## src/gcs_defines.vh

```
// register offsets, field positions and reset values of the global config/status bank
`ifndef GCS_DEFINES_VH
`define GCS_DEFINES_VH

`define GCS_ADDR_W            7
`define GCS_ADDR_CONFIG       7'h00
`define GCS_ADDR_STATUS       7'h01
`define GCS_ADDR_UARTCNT      7'h02
`define GCS_RDATA_RESET       32'h00000000

`define GCS_CFG_W             18
`define GCS_CFG_RESET         18'h00000

`define GCS_CFG_DIAG_A_PP     12
`define GCS_CFG_DIAG_B_PP     13
`define GCS_CFG_SMALL_HYST    14
`define GCS_CFG_STOP_EN       15
`define GCS_CFG_DIRECT        16
`define GCS_CFG_TEST          17

`define GCS_ST_RESET          0
`define GCS_ST_DRV_ERR        1
`define GCS_ST_UNDERVOLT      2
`define GCS_ST_W              3
`define GCS_ST_RESET_VAL      3'h1

`define GCS_CNT_W             8
`define GCS_CNT_RESET         8'h00
`define GCS_CNT_ONE           8'h01

`define GCS_FREQ_W            20
`define GCS_HYST_SHIFT_WIDE   4
`define GCS_HYST_SHIFT_NARROW 5

`define GCS_COIL_W            9
`define GCS_COIL_A_LSB        0
`define GCS_COIL_B_LSB        16
`define GCS_HOLD_W            5
`define GCS_PROD_W            14
`define GCS_HOLD_SHIFT        5
`define GCS_TEST_SEL_W        2

`endif

```

## src/gcs_diag_pin.v

```verilog
// one diagnostic pin with selectable open-collector or push-pull drive
`include "gcs_defines.vh"

module gcs_diag_pin (
	input  wire clk_i,
	input  wire nrst_i,
	input  wire push_pull_i,
	input  wire active_i,
	output wire pin_o,
	output wire pin_oe_o
);

	reg active_q;

	always @(posedge clk_i) begin
		if (!nrst_i) begin
			active_q <= 1'b0;
		end else begin
			active_q <= active_i;
		end
	end

	// open collector only pulls low; push-pull drives active high always
	assign pin_o    = push_pull_i ? active_q : 1'b0;
	assign pin_oe_o = push_pull_i ? 1'b1 : active_q;

endmodule

```

## src/gcs_freq_compare.v

```verilog
// step frequency threshold comparator with selectable hysteresis
`include "gcs_defines.vh"

module gcs_freq_compare (
	input  wire                   clk_i,
	input  wire                   nrst_i,
	input  wire                   small_hyst_i,
	input  wire [`GCS_FREQ_W-1:0] freq_i,
	input  wire [`GCS_FREQ_W-1:0] thresh_i,
	output reg                    above_o
);

	wire [`GCS_FREQ_W-1:0] hyst;
	wire [`GCS_FREQ_W:0]   upper;

	// window of 1/16 or 1/32 of threshold keeps the decision from chattering
	assign hyst  = small_hyst_i ? (thresh_i >> `GCS_HYST_SHIFT_NARROW) :
		(thresh_i >> `GCS_HYST_SHIFT_WIDE);
	assign upper = {1'b0, thresh_i} + {1'b0, hyst};

	always @(posedge clk_i) begin
		if (!nrst_i) begin
			above_o <= 1'b0;
		end else if ({1'b0, freq_i} > upper) begin
			above_o <= 1'b1;
		end else if (freq_i < thresh_i - hyst) begin
			above_o <= 1'b0;
		end
	end

endmodule

```

## src/gcs_regs.v

```verilog
// global configuration flags, global status flags and uart write counter
`include "gcs_defines.vh"

// Overview of operation
// - config bit 12 clear gives open-collector active-low diag A, set push-pull high.
// - config bit 13 does the same for diag B, the position compare pin.
// - frequency comparison hysteresis is 1/16, or 1/32 with hysteresis select set.
// - with bit 15 set, high on encoder-A input halts the sequencer.
// - bit 16 takes signed coil A/B currents directly from target position.
// - direct coil currents scale by hold current; automatic regulation is off.
// - status bit 0 reads one if reset occurred since the previous status read.
// - reset returns every register to its reset value except the diag A pin register, which it loads active.
// - status bit 1 flags driver shutdown; read clears it only once errors are gone.
// - status bit 2 flags pump undervoltage and disables the driver meanwhile.
// - 8-bit counter increments on each completed uart write.
// - reads leave the counter unchanged; it does not count in spi mode.
// - counter wraps from 255 to 0.
// - diag A is asserted low while reset is active, whatever the config.
module gcs_regs (
	input  wire                    clk_i,
	input  wire                    nrst_i,
	input  wire [`GCS_ADDR_W-1:0]  addr_i,
	input  wire                    wr_i,
	input  wire                    rd_i,
	input  wire [31:0]             wdata_i,
	output reg  [31:0]             rdata_o,
	input  wire                    uart_mode_i,
	input  wire                    uart_wr_done_i,
	input  wire                    overtemp_i,
	input  wire                    short_i,
	input  wire                    pump_undervolt_i,
	input  wire                    diag_a_event_i,
	input  wire                    diag_b_event_i,
	input  wire                    enc_a_step_in_pin_i,
	input  wire [31:0]             target_position_i,
	input  wire [`GCS_HOLD_W-1:0]  hold_current_i,
	input  wire [`GCS_FREQ_W-1:0]  step_freq_i,
	input  wire [`GCS_FREQ_W-1:0]  freq_thresh_i,
	input  wire [`GCS_TEST_SEL_W+1:0] test_signals_i,
	output wire                    diag_a_pin_o,
	output wire                    diag_a_pin_oe_o,
	output wire                    diag_b_pin_o,
	output wire                    diag_b_pin_oe_o,
	output wire                    freq_above_o,
	output reg                     seq_halt_o,
	output reg                     driver_enable_o,
	output reg                     direct_mode_o,
	output reg                     auto_current_en_o,
	output reg  [`GCS_COIL_W-1:0]  coil_a_o,
	output reg  [`GCS_COIL_W-1:0]  coil_b_o,
	output reg                     enc_n_dc_out_pin_o,
	output reg                     enc_n_dc_out_pin_oe_o,
	output wire [`GCS_CFG_W-1:0]   global_config_flags_o
);

	reg  [`GCS_CFG_W-1:0]  global_config_flags_q;
	reg  [`GCS_ST_W-1:0]   global_status_flags_q;
	reg  [`GCS_ST_W-1:0]   global_status_flags_d;
	reg  [`GCS_CNT_W-1:0]  uart_write_counter_q;
	wire                   drv_err_now;
	wire                   wr_cfg;
	wire                   rd_stat;

	// signed coil value times hold current, rescaled to coil width
	function [`GCS_COIL_W-1:0] scale_coil;
		input [`GCS_COIL_W-1:0] raw;
		input [`GCS_HOLD_W-1:0] hold;
		reg   [`GCS_PROD_W-1:0] prod;
		begin
			prod       = $signed(raw) * $signed({1'b0, hold});
			scale_coil = prod[`GCS_PROD_W-1:`GCS_HOLD_SHIFT];
		end
	endfunction

	assign wr_cfg      = wr_i && (addr_i == `GCS_ADDR_CONFIG);
	assign rd_stat     = rd_i && (addr_i == `GCS_ADDR_STATUS);
	assign drv_err_now = overtemp_i | short_i;
	assign global_config_flags_o = global_config_flags_q;

	// ----------------------------------------
	// configuration register
	// ----------------------------------------
	always @(posedge clk_i) begin
		if (!nrst_i) begin
			global_config_flags_q <= `GCS_CFG_RESET;
		end else if (wr_cfg) begin
			global_config_flags_q <= wdata_i[`GCS_CFG_W-1:0];
		end
	end

	// ----------------------------------------
	// status flags, read-clear with set priority
	// ----------------------------------------
	always @* begin
		global_status_flags_d = global_status_flags_q;
		if (rd_stat) begin
			global_status_flags_d[`GCS_ST_RESET] = 1'b0;
			if (!drv_err_now) begin
				global_status_flags_d[`GCS_ST_DRV_ERR] = 1'b0;
			end
			global_status_flags_d[`GCS_ST_UNDERVOLT] = 1'b0;
		end
		// events in the read cycle set again after the clear
		if (drv_err_now) begin
			global_status_flags_d[`GCS_ST_DRV_ERR] = 1'b1;
		end
		if (pump_undervolt_i) begin
			global_status_flags_d[`GCS_ST_UNDERVOLT] = 1'b1;
		end
	end

	always @(posedge clk_i) begin
		if (!nrst_i) begin
			global_status_flags_q <= `GCS_ST_RESET_VAL;
		end else begin
			global_status_flags_q <= global_status_flags_d;
		end
	end

	// ----------------------------------------
	// uart write counter
	// ----------------------------------------
	always @(posedge clk_i) begin
		if (!nrst_i) begin
			uart_write_counter_q <= `GCS_CNT_RESET;
		end else if (uart_mode_i && uart_wr_done_i) begin
			// natural 8-bit overflow gives the wrap
			uart_write_counter_q <= uart_write_counter_q + `GCS_CNT_ONE;
		end
	end

	// ----------------------------------------
	// read data, sampled before the clear
	// ----------------------------------------
	always @(posedge clk_i) begin
		if (!nrst_i) begin
			rdata_o <= `GCS_RDATA_RESET;
		end else if (rd_i) begin
			if (addr_i == `GCS_ADDR_CONFIG) begin
				rdata_o <= {{(32-`GCS_CFG_W){1'b0}}, global_config_flags_q};
			end else if (addr_i == `GCS_ADDR_STATUS) begin
				rdata_o <= {{(32-`GCS_ST_W){1'b0}}, global_status_flags_q};
			end else if (addr_i == `GCS_ADDR_UARTCNT) begin
				rdata_o <= {{(32-`GCS_CNT_W){1'b0}}, uart_write_counter_q};
			end else begin
				rdata_o <= 32'h00000000;
			end
		end
	end

	// ----------------------------------------
	// motion and driver control
	// ----------------------------------------
	always @(posedge clk_i) begin
		if (!nrst_i) begin
			seq_halt_o        <= 1'b0;
			driver_enable_o   <= 1'b0;
			direct_mode_o     <= 1'b0;
			auto_current_en_o <= 1'b0;
			coil_a_o          <= {`GCS_COIL_W{1'b0}};
			coil_b_o          <= {`GCS_COIL_W{1'b0}};
		end else begin
			seq_halt_o <= global_config_flags_q[`GCS_CFG_STOP_EN] &
				enc_a_step_in_pin_i;
			driver_enable_o <= ~pump_undervolt_i & ~drv_err_now;
			direct_mode_o <= global_config_flags_q[`GCS_CFG_DIRECT];
			// automatic regulation makes no sense with host-set currents
			auto_current_en_o <= ~global_config_flags_q[`GCS_CFG_DIRECT];
			coil_a_o <= scale_coil(target_position_i[`GCS_COIL_A_LSB +: `GCS_COIL_W],
				hold_current_i);
			coil_b_o <= scale_coil(target_position_i[`GCS_COIL_B_LSB +: `GCS_COIL_W],
				hold_current_i);
		end
	end

	// ----------------------------------------
	// analog test output routing
	// ----------------------------------------
	always @(posedge clk_i) begin
		if (!nrst_i) begin
			enc_n_dc_out_pin_o    <= 1'b0;
			enc_n_dc_out_pin_oe_o <= 1'b0;
		end else begin
			// selector reaches the pin only if the host sets the test bit
			enc_n_dc_out_pin_oe_o <= global_config_flags_q[`GCS_CFG_TEST];
			enc_n_dc_out_pin_o <= test_signals_i[hold_current_i[`GCS_TEST_SEL_W-1:0]];
		end
	end

	// ----------------------------------------
	// diagnostic pins and comparator
	// ----------------------------------------
	// during reset the pin is forced active, so it shows reset in either mode
	gcs_diag_pin u_diag_a (
		.clk_i       (clk_i),
		.nrst_i      (1'b1),
		.push_pull_i (global_config_flags_q[`GCS_CFG_DIAG_A_PP]),
		.active_i    (diag_a_event_i | ~nrst_i),
		.pin_o       (diag_a_pin_o),
		.pin_oe_o    (diag_a_pin_oe_o)
	);

	gcs_diag_pin u_diag_b (
		.clk_i       (clk_i),
		.nrst_i      (nrst_i),
		.push_pull_i (global_config_flags_q[`GCS_CFG_DIAG_B_PP]),
		.active_i    (diag_b_event_i),
		.pin_o       (diag_b_pin_o),
		.pin_oe_o    (diag_b_pin_oe_o)
	);

	gcs_freq_compare u_freq (
		.clk_i        (clk_i),
		.nrst_i       (nrst_i),
		.small_hyst_i (global_config_flags_q[`GCS_CFG_SMALL_HYST]),
		.freq_i       (step_freq_i),
		.thresh_i     (freq_thresh_i),
		.above_o      (freq_above_o)
	);

endmodule

```

## config.mk

```make
export PLATFORM = sky130hd
export DESIGN_NAME = gcs_regs
export DESIGN_NICKNAME = d
export VERILOG_FILES = /design/src/gcs_diag_pin.v /design/src/gcs_freq_compare.v /design/src/gcs_regs.v
export VERILOG_INCLUDE_DIRS = /design/src
export SDC_FILE = /design/constraint.sdc
export NUM_CORES = 1
export LEC_CHECK = 0
export BUFFER_PORTS_ARGS = -buffer_cell sky130_fd_sc_hd__buf_2
export CAP_MARGIN = 20
export CORE_ASPECT_RATIO = 1.75
export CORE_MARGIN = 10
export CORE_UTILIZATION = 50
export DETAILED_ROUTE_END_ITERATION = 16
export PLACE_DENSITY = 0.85
export SLEW_MARGIN = 25
export SYNTH_ARGS = -nofsm -noshare
export SYNTH_HDL_FRONTEND = slang
export SYNTH_SLANG_ARGS = --single-unit
```

## constraint.sdc

```tcl
create_clock -name clk_i -period 3.8 [get_ports clk_i]
set_input_delay 0.38 -clock clk_i [delete_from_list [all_inputs] [get_ports clk_i]]
set_output_delay 0.38 -clock clk_i [all_outputs]
set_load 0.03 [all_outputs]
```

### Word level (Yosys, flattened, before mapping)

Index checks and enable logic that the tools add are counted.

* bits in registers: 88
* input port bits: 132
* output and inout bits: 79
* word-level logic and storage cells: 58

* add/subtract/negate cells: 3
* multiply operators: 2
* order comparisons: 3
* equal/unequal tests: 2
* muxes and demuxes: 16
* bitwise gates (word level): 8
* reductions and logical operators: 7

Operators with widths (count)
* $mul A9 B6 Y14: 2
* $add A20 B20 Y21: 1
* $gt A20 B21 Y1: 1
* $lt A20 B20 Y1: 1
* $sub A20 B20 Y20: 1
* $mux W18: 1
* $mux W16: 1
* $mux W8: 2
* $mux W1: 10
* $add A8 B1 Y8 const B: 1
* $eq A7 B1 Y1 const B: 1
* $eq A7 B2 Y1 const B: 1
* $logic_not A7 Y1: 1
* $reduce_bool A2 Y1: 3
* $not A1 Y1: 4
* $logic_and A1 B1 Y1: 3
* $lt A2 B3 Y1 const B: 1
* $mux W3: 1
* $and A1 B1 Y1: 2
* $bmux W1 S2: 1
* $or A1 B1 Y1: 2

### Longest topological paths before layout

* depth after elaboration: 5
* mapped depth: 20
* gate-level depth less buffers: 19

### Hierarchy

Synthesis repeated with hierarchy kept, for this count alone.

* cell total of the unflattened synthesis: 1079
* area total of the unflattened synthesis: 8881.0 um^2

Modules (own cells, without submodules)
* gcs_regs: instances 1, cells each 659, area an instance 5720.5 um^2, sequential area each 1421.4 um^2
* gcs_freq_compare: instances 1, cells each 412, area an instance 3080.5 um^2, sequential area each 20.0 um^2
* gcs_diag_pin: instances 2, cells each 4, area an instance 40.0 um^2, sequential area each 20.0 um^2

### Worst setup path before layout

Ideal clock, no wire load.

* path type: register -> register
* start: register global_config_flags_q[14], in the netlist global_config_flags_o[14]
* end: register u_freq.above_o
* setup time: 0.129 ns
* arrival: 3.911 ns
* data required time: 3.671 ns
* path slack: -0.239 ns
* stages on the path, launching flop included: 20
* buffers on the path: 3
* clock period less this slack: 4.039 ns
* cell sequence: dfxtp_1 > clkbuf_1 > buf_1 > mux2i_1 > ha_1 > buf_6 > o21a_1 > o31ai_2 > a21oi_1 > o21bai_1 > o211ai_1 > a311o_1 > xnor2_1 > ha_1 > a21o_1 > a21o_1 > a21oi_1 > o21ai_0 > nand3_1 > o211ai_1

* longest elaborated chain between the ends: 4
* elaborated cells between the ends (all ways): 7
* those cells by class: add/sub: 2; order compare: 2; mux: 2; reduce/logical: 1

Ends and longest elaborated chain
* start, declared: line gcs_regs.v:56 `` reg [`GCS_CFG_W-1:0] global_config_flags_q; ``
* start signal, assigned: line gcs_regs.v:85 `` global_config_flags_q <= `GCS_CFG_RESET; ``
* start signal, assigned: line gcs_regs.v:87 `` global_config_flags_q <= wdata_i[`GCS_CFG_W-1:0]; ``
* $mux W16 (*): line gcs_freq_compare.v:17 `` assign hyst = small_hyst_i ? (thresh_i >> `GCS_HYST_SHIFT_NARROW) : ``
* $add A20 B20 Y21 / $sub A20 B20 Y20 (equally long branches): line gcs_freq_compare.v:19, gcs_freq_compare.v:26
* $gt A20 B21 Y1 / $lt A20 B20 Y1 (equally long branches): line gcs_freq_compare.v:24, gcs_freq_compare.v:26
* $mux W1 / $reduce_bool A2 Y1 (equally long branches)
* end signal, assigned: line gcs_freq_compare.v:23 `above_o <= 1'b0;`
* end signal, assigned: line gcs_freq_compare.v:25 `above_o <= 1'b1;`
* end signal, assigned: line gcs_freq_compare.v:27 `above_o <= 1'b0;`
* end, declared: line gcs_freq_compare.v:10 `output reg above_o`

Every way passes the cells marked *; elsewhere a longest branch is shown, timed or not.
A chain may end at the register's enable or synchronous reset.

### Worst setup path in the final report

Same ends and word-level chain as after synthesis.

==> metrics.yaml <==
via_count: 8146
vdd_drop_max_uv: 320.8
avgViaCountPerCell: 5.493
grt_usage_pct: 20.46
wire_per_inst_um: 16.89
dp.cells: 1448
post-route-cell-area_um2: 11000
hold_violations: 0
initial_core_util_pct: 50.40
p_sw_mw: 1.525
grt_overflow: 0
ctsHoldBuffers: 0
ant_nets: 0
dp_slack_ns: -0.2237
path_clk_slew_ns: 0.06
seq_power_share_pct: 23.5
p_comb_share_pct: 55.5
leakage_nw: 5.268
async_flop_share_pct: 0
p_int_mw: 2.284
synth_ff_type: "dfxtp_1"
synth_edf_count: 0
cp_data_arrival_time_ns: 4.08
worstMarginPinSlew_ns: 0.7315
cp_cell_sequence: "buf_12, mux2i_4, ha_4, buf_4, nor3_2, o21ai_2, o211ai_2, a31oi_2, o21bai_1, a21oi_2, xnor2_1, ha_1, nand4_1, or4_1, o21ai_1, or3_1, o211ai_1"
required_ns: 3.99
slew_headroom_pct: 51.23
numCtsBuffers: 9
setup_ws_ns: -0.08563
p_clk_share_pct: 21.0
antenna_found_initial: 5
grt.busiest_layer: "met2"
synth_top_family_by_area: "adder cells"
use_met1_pct: 19.65
critPathKind: "reg -> reg"
violations: "setup timing"
setup_tns_ns: -0.08563
dpl-instance-area_um2: 10120
slew_viol_final: 0
ys_seq_area_share_pct: 17.42
slowest_delay_ns: 0.54
port_buffers: 168
netlist_area_um2: 8502
floorplan.die_area_um2: 22820
synthCells: 1003
die_h_um: 192.5
layout-drive-gt1-share_pct: 30.11
rows: 63
drt_iter0_markers: 373
maxCapViolations: 0
yosys-mux-area-fraction_pct: 2.943
layout_min_cycle_time_ns: 3.886
dpl.hpwl_um: 19970
critPathSlowestCell: "or4_1"
finalSetupViolations: 1
core_um2: 16870
tritoncts: "yes"
grtUsageMet2_pct: 40.03
yosys_warnings: 0
rsz0062_at_grt: "yes"
boundaryPins: 211
grt_start_max_net_pins: 77
clockBufferDepth: 2
power_density_nw_per_um2: 346.4
clock_latency_ns: 0.33
routed_wl_um: 25040
cts_root_buf: "clkbuf_16"
final_cells: 1483
ys_ff_latch: 74
endpoint_kind: "flip-flop"
outcome: "complete, but fails checks"
cp_top_family: "simple AND/OR/NAND/NOR gates"
firstDrtPassIters: 7
grt_pass1_vias: 8662
fmax_mhz: 257.4
critPathLaunchType: "flip-flop"
use_met3_pct: 3.837
drc: 0
area_delta_synth_final_pct: 29.35
synth_xor_area_share_pct: 5.872
fin_crit_sh_pct: 102.3
synth_compound_gate_area_share_pct: 14.95
timing.hold.ws_ns: 0.2329
syn_area_per_cell_um2: 8.476
critPathMaxFanout: 6
finClkSkew_ns: 0.01041
die_w_um: 118.6
synth_fa_ha_area_share_pct: 29.93
grt_pass1_wl_um: 39300
clock_sinks: 74
gp_congestion: 0.9395
yosys.area_share.simple_pct: 21.12
total_power_mw: 3.809
htreeDepth: 3
final_net_count: 1550
final_util_pct: 65.19
critical_path_buf_inv_count: 2
swShare_pct: 40.03
hp-class: "in -> reg"
yosysUniqueCellTypes: 66
==> layer usage <==
layer / part of all wire (%) / vias up
met5: 0.088 / -
met4: 4.7 / 4
met3: 5.5 / 108
met2: 54 / 329
met1: 35 / 3849
li1: - / 3856
==> registers in the layout, summed over array words and instances, names as in the netlist, 3 cells and up <==
signal / cells
coil_a_o: 9
coil_b_o: 9
global_config_flags_o: 18
global_status_flags_q: 3
rdata_o: 18
uart_write_counter_q: 8
==> timing repair <==
item / 4_1_cts / 5_1_grt
resized for setup: 16 / 78
cloned: 0 / 1
pin swaps: 4 / 41
buffers inserted: 1 / 13
setup endpoints to repair: 1 / 3
endpoints found under the hold margin: 0 / 0
==> power groups by stage <==
stage	combinational, mW	clock (mW)	sequential, mW
2_1_floorplan	1.20	0	1.07
3_3_place_gp	1.89	0	0.911
4_1_cts	2.00	0.822	0.896
3_5_place_dp	1.98	0	0.910
6_report	2.11	0.799	0.896
5_1_grt	2.35	0.854	0.906
==> worst reg2reg max path: cells and delay by family, from the launching register on <==
family	cells	cell delay, ns
DFF	1	0.45
and+or+nand+nor	4	0.99
muxes	1	0.27
xor gates and xnor gates	1	0.14
AOI/OAI and AO/OA	7	0.97
adders and majority gates	2	0.60
buffers and inverters	2	0.34
==> synthesized netlist by cell type (all sizes together), types with 11 or more instances <==
| master | n | area, um^2 |
|---|---|---|
| a21o | 15 | 113.9 |
| a21oi | 55 | 279.0 |
| nand2b | 23 | 143.9 |
| nand4 | 14 | 87.58 |
| nor3 | 12 | 60.06 |
| ha | 117 | 1464 |
| and2 | 89 | 556.8 |
| nand3 | 29 | 145.1 |
| nor2b | 11 | 68.82 |
| nor2 | 37 | 138.9 |
| fa | 54 | 1081 |
| nand2 | 85 | 319.1 |
| mux2i | 16 | 160.2 |
| inv | 94 | 352.8 |
| o21ai | 26 | 130.1 |
| xor2 | 12 | 105.1 |
| xnor2 | 45 | 394.1 |
| a21boi | 37 | 277.8 |
| clkbuf | 24 | 90.09 |
| buf | 31 | 212.7 |
| dfxtp | 74 | 1481 |
==> layout make-up <==
cell class | instances | area (um^2)
diodes | 4 | 10.01
clock buffers | 11 | 242.7
clock inverters | 5 | 37.54
fillers | 1332 | 5872
inverters | 94 | 355.3
multi-input cells | 793 | 6855
flip-flops and latches | 74 | 1485
well taps | 227 | 284.0
repair buffers | 275 | 1727
==> cell usage in the layout, fill, tap and decap left out, drive strengths merged, types with 37 or more instances in the layout <==
cell      n
inv      95
ha      117
nor2     37
buf     274
xnor2    45
dfxtp    74
and2     89
nand2    85
a21boi   37
a21oi    55
fa       54
==> worst paths after layout <==
check	from	to	slack, ns	cells after the start
max	global_config_flags_o[14]	u_freq.above_o	-0.09	17
min	overtemp_i	driver_enable_o	0.23	2
max reg2reg	global_config_flags_o[14]	u_freq.above_o	-0.09	17
min reg2reg	global_status_flags_q[0]	global_status_flags_q[0]	0.46	2
==> logic make-up after synthesis <==
| logic type | after synthesis |
|---|---|
| simple gates | 338 |
| compound gates | 190 |
| fa+ha+maj | 171 |
| buf+inv | 149 |
| flops | 74 |
| xor+xnor | 57 |
| mux | 23 |
| other cells | 1 |
(Power assumes the default switching activity.)
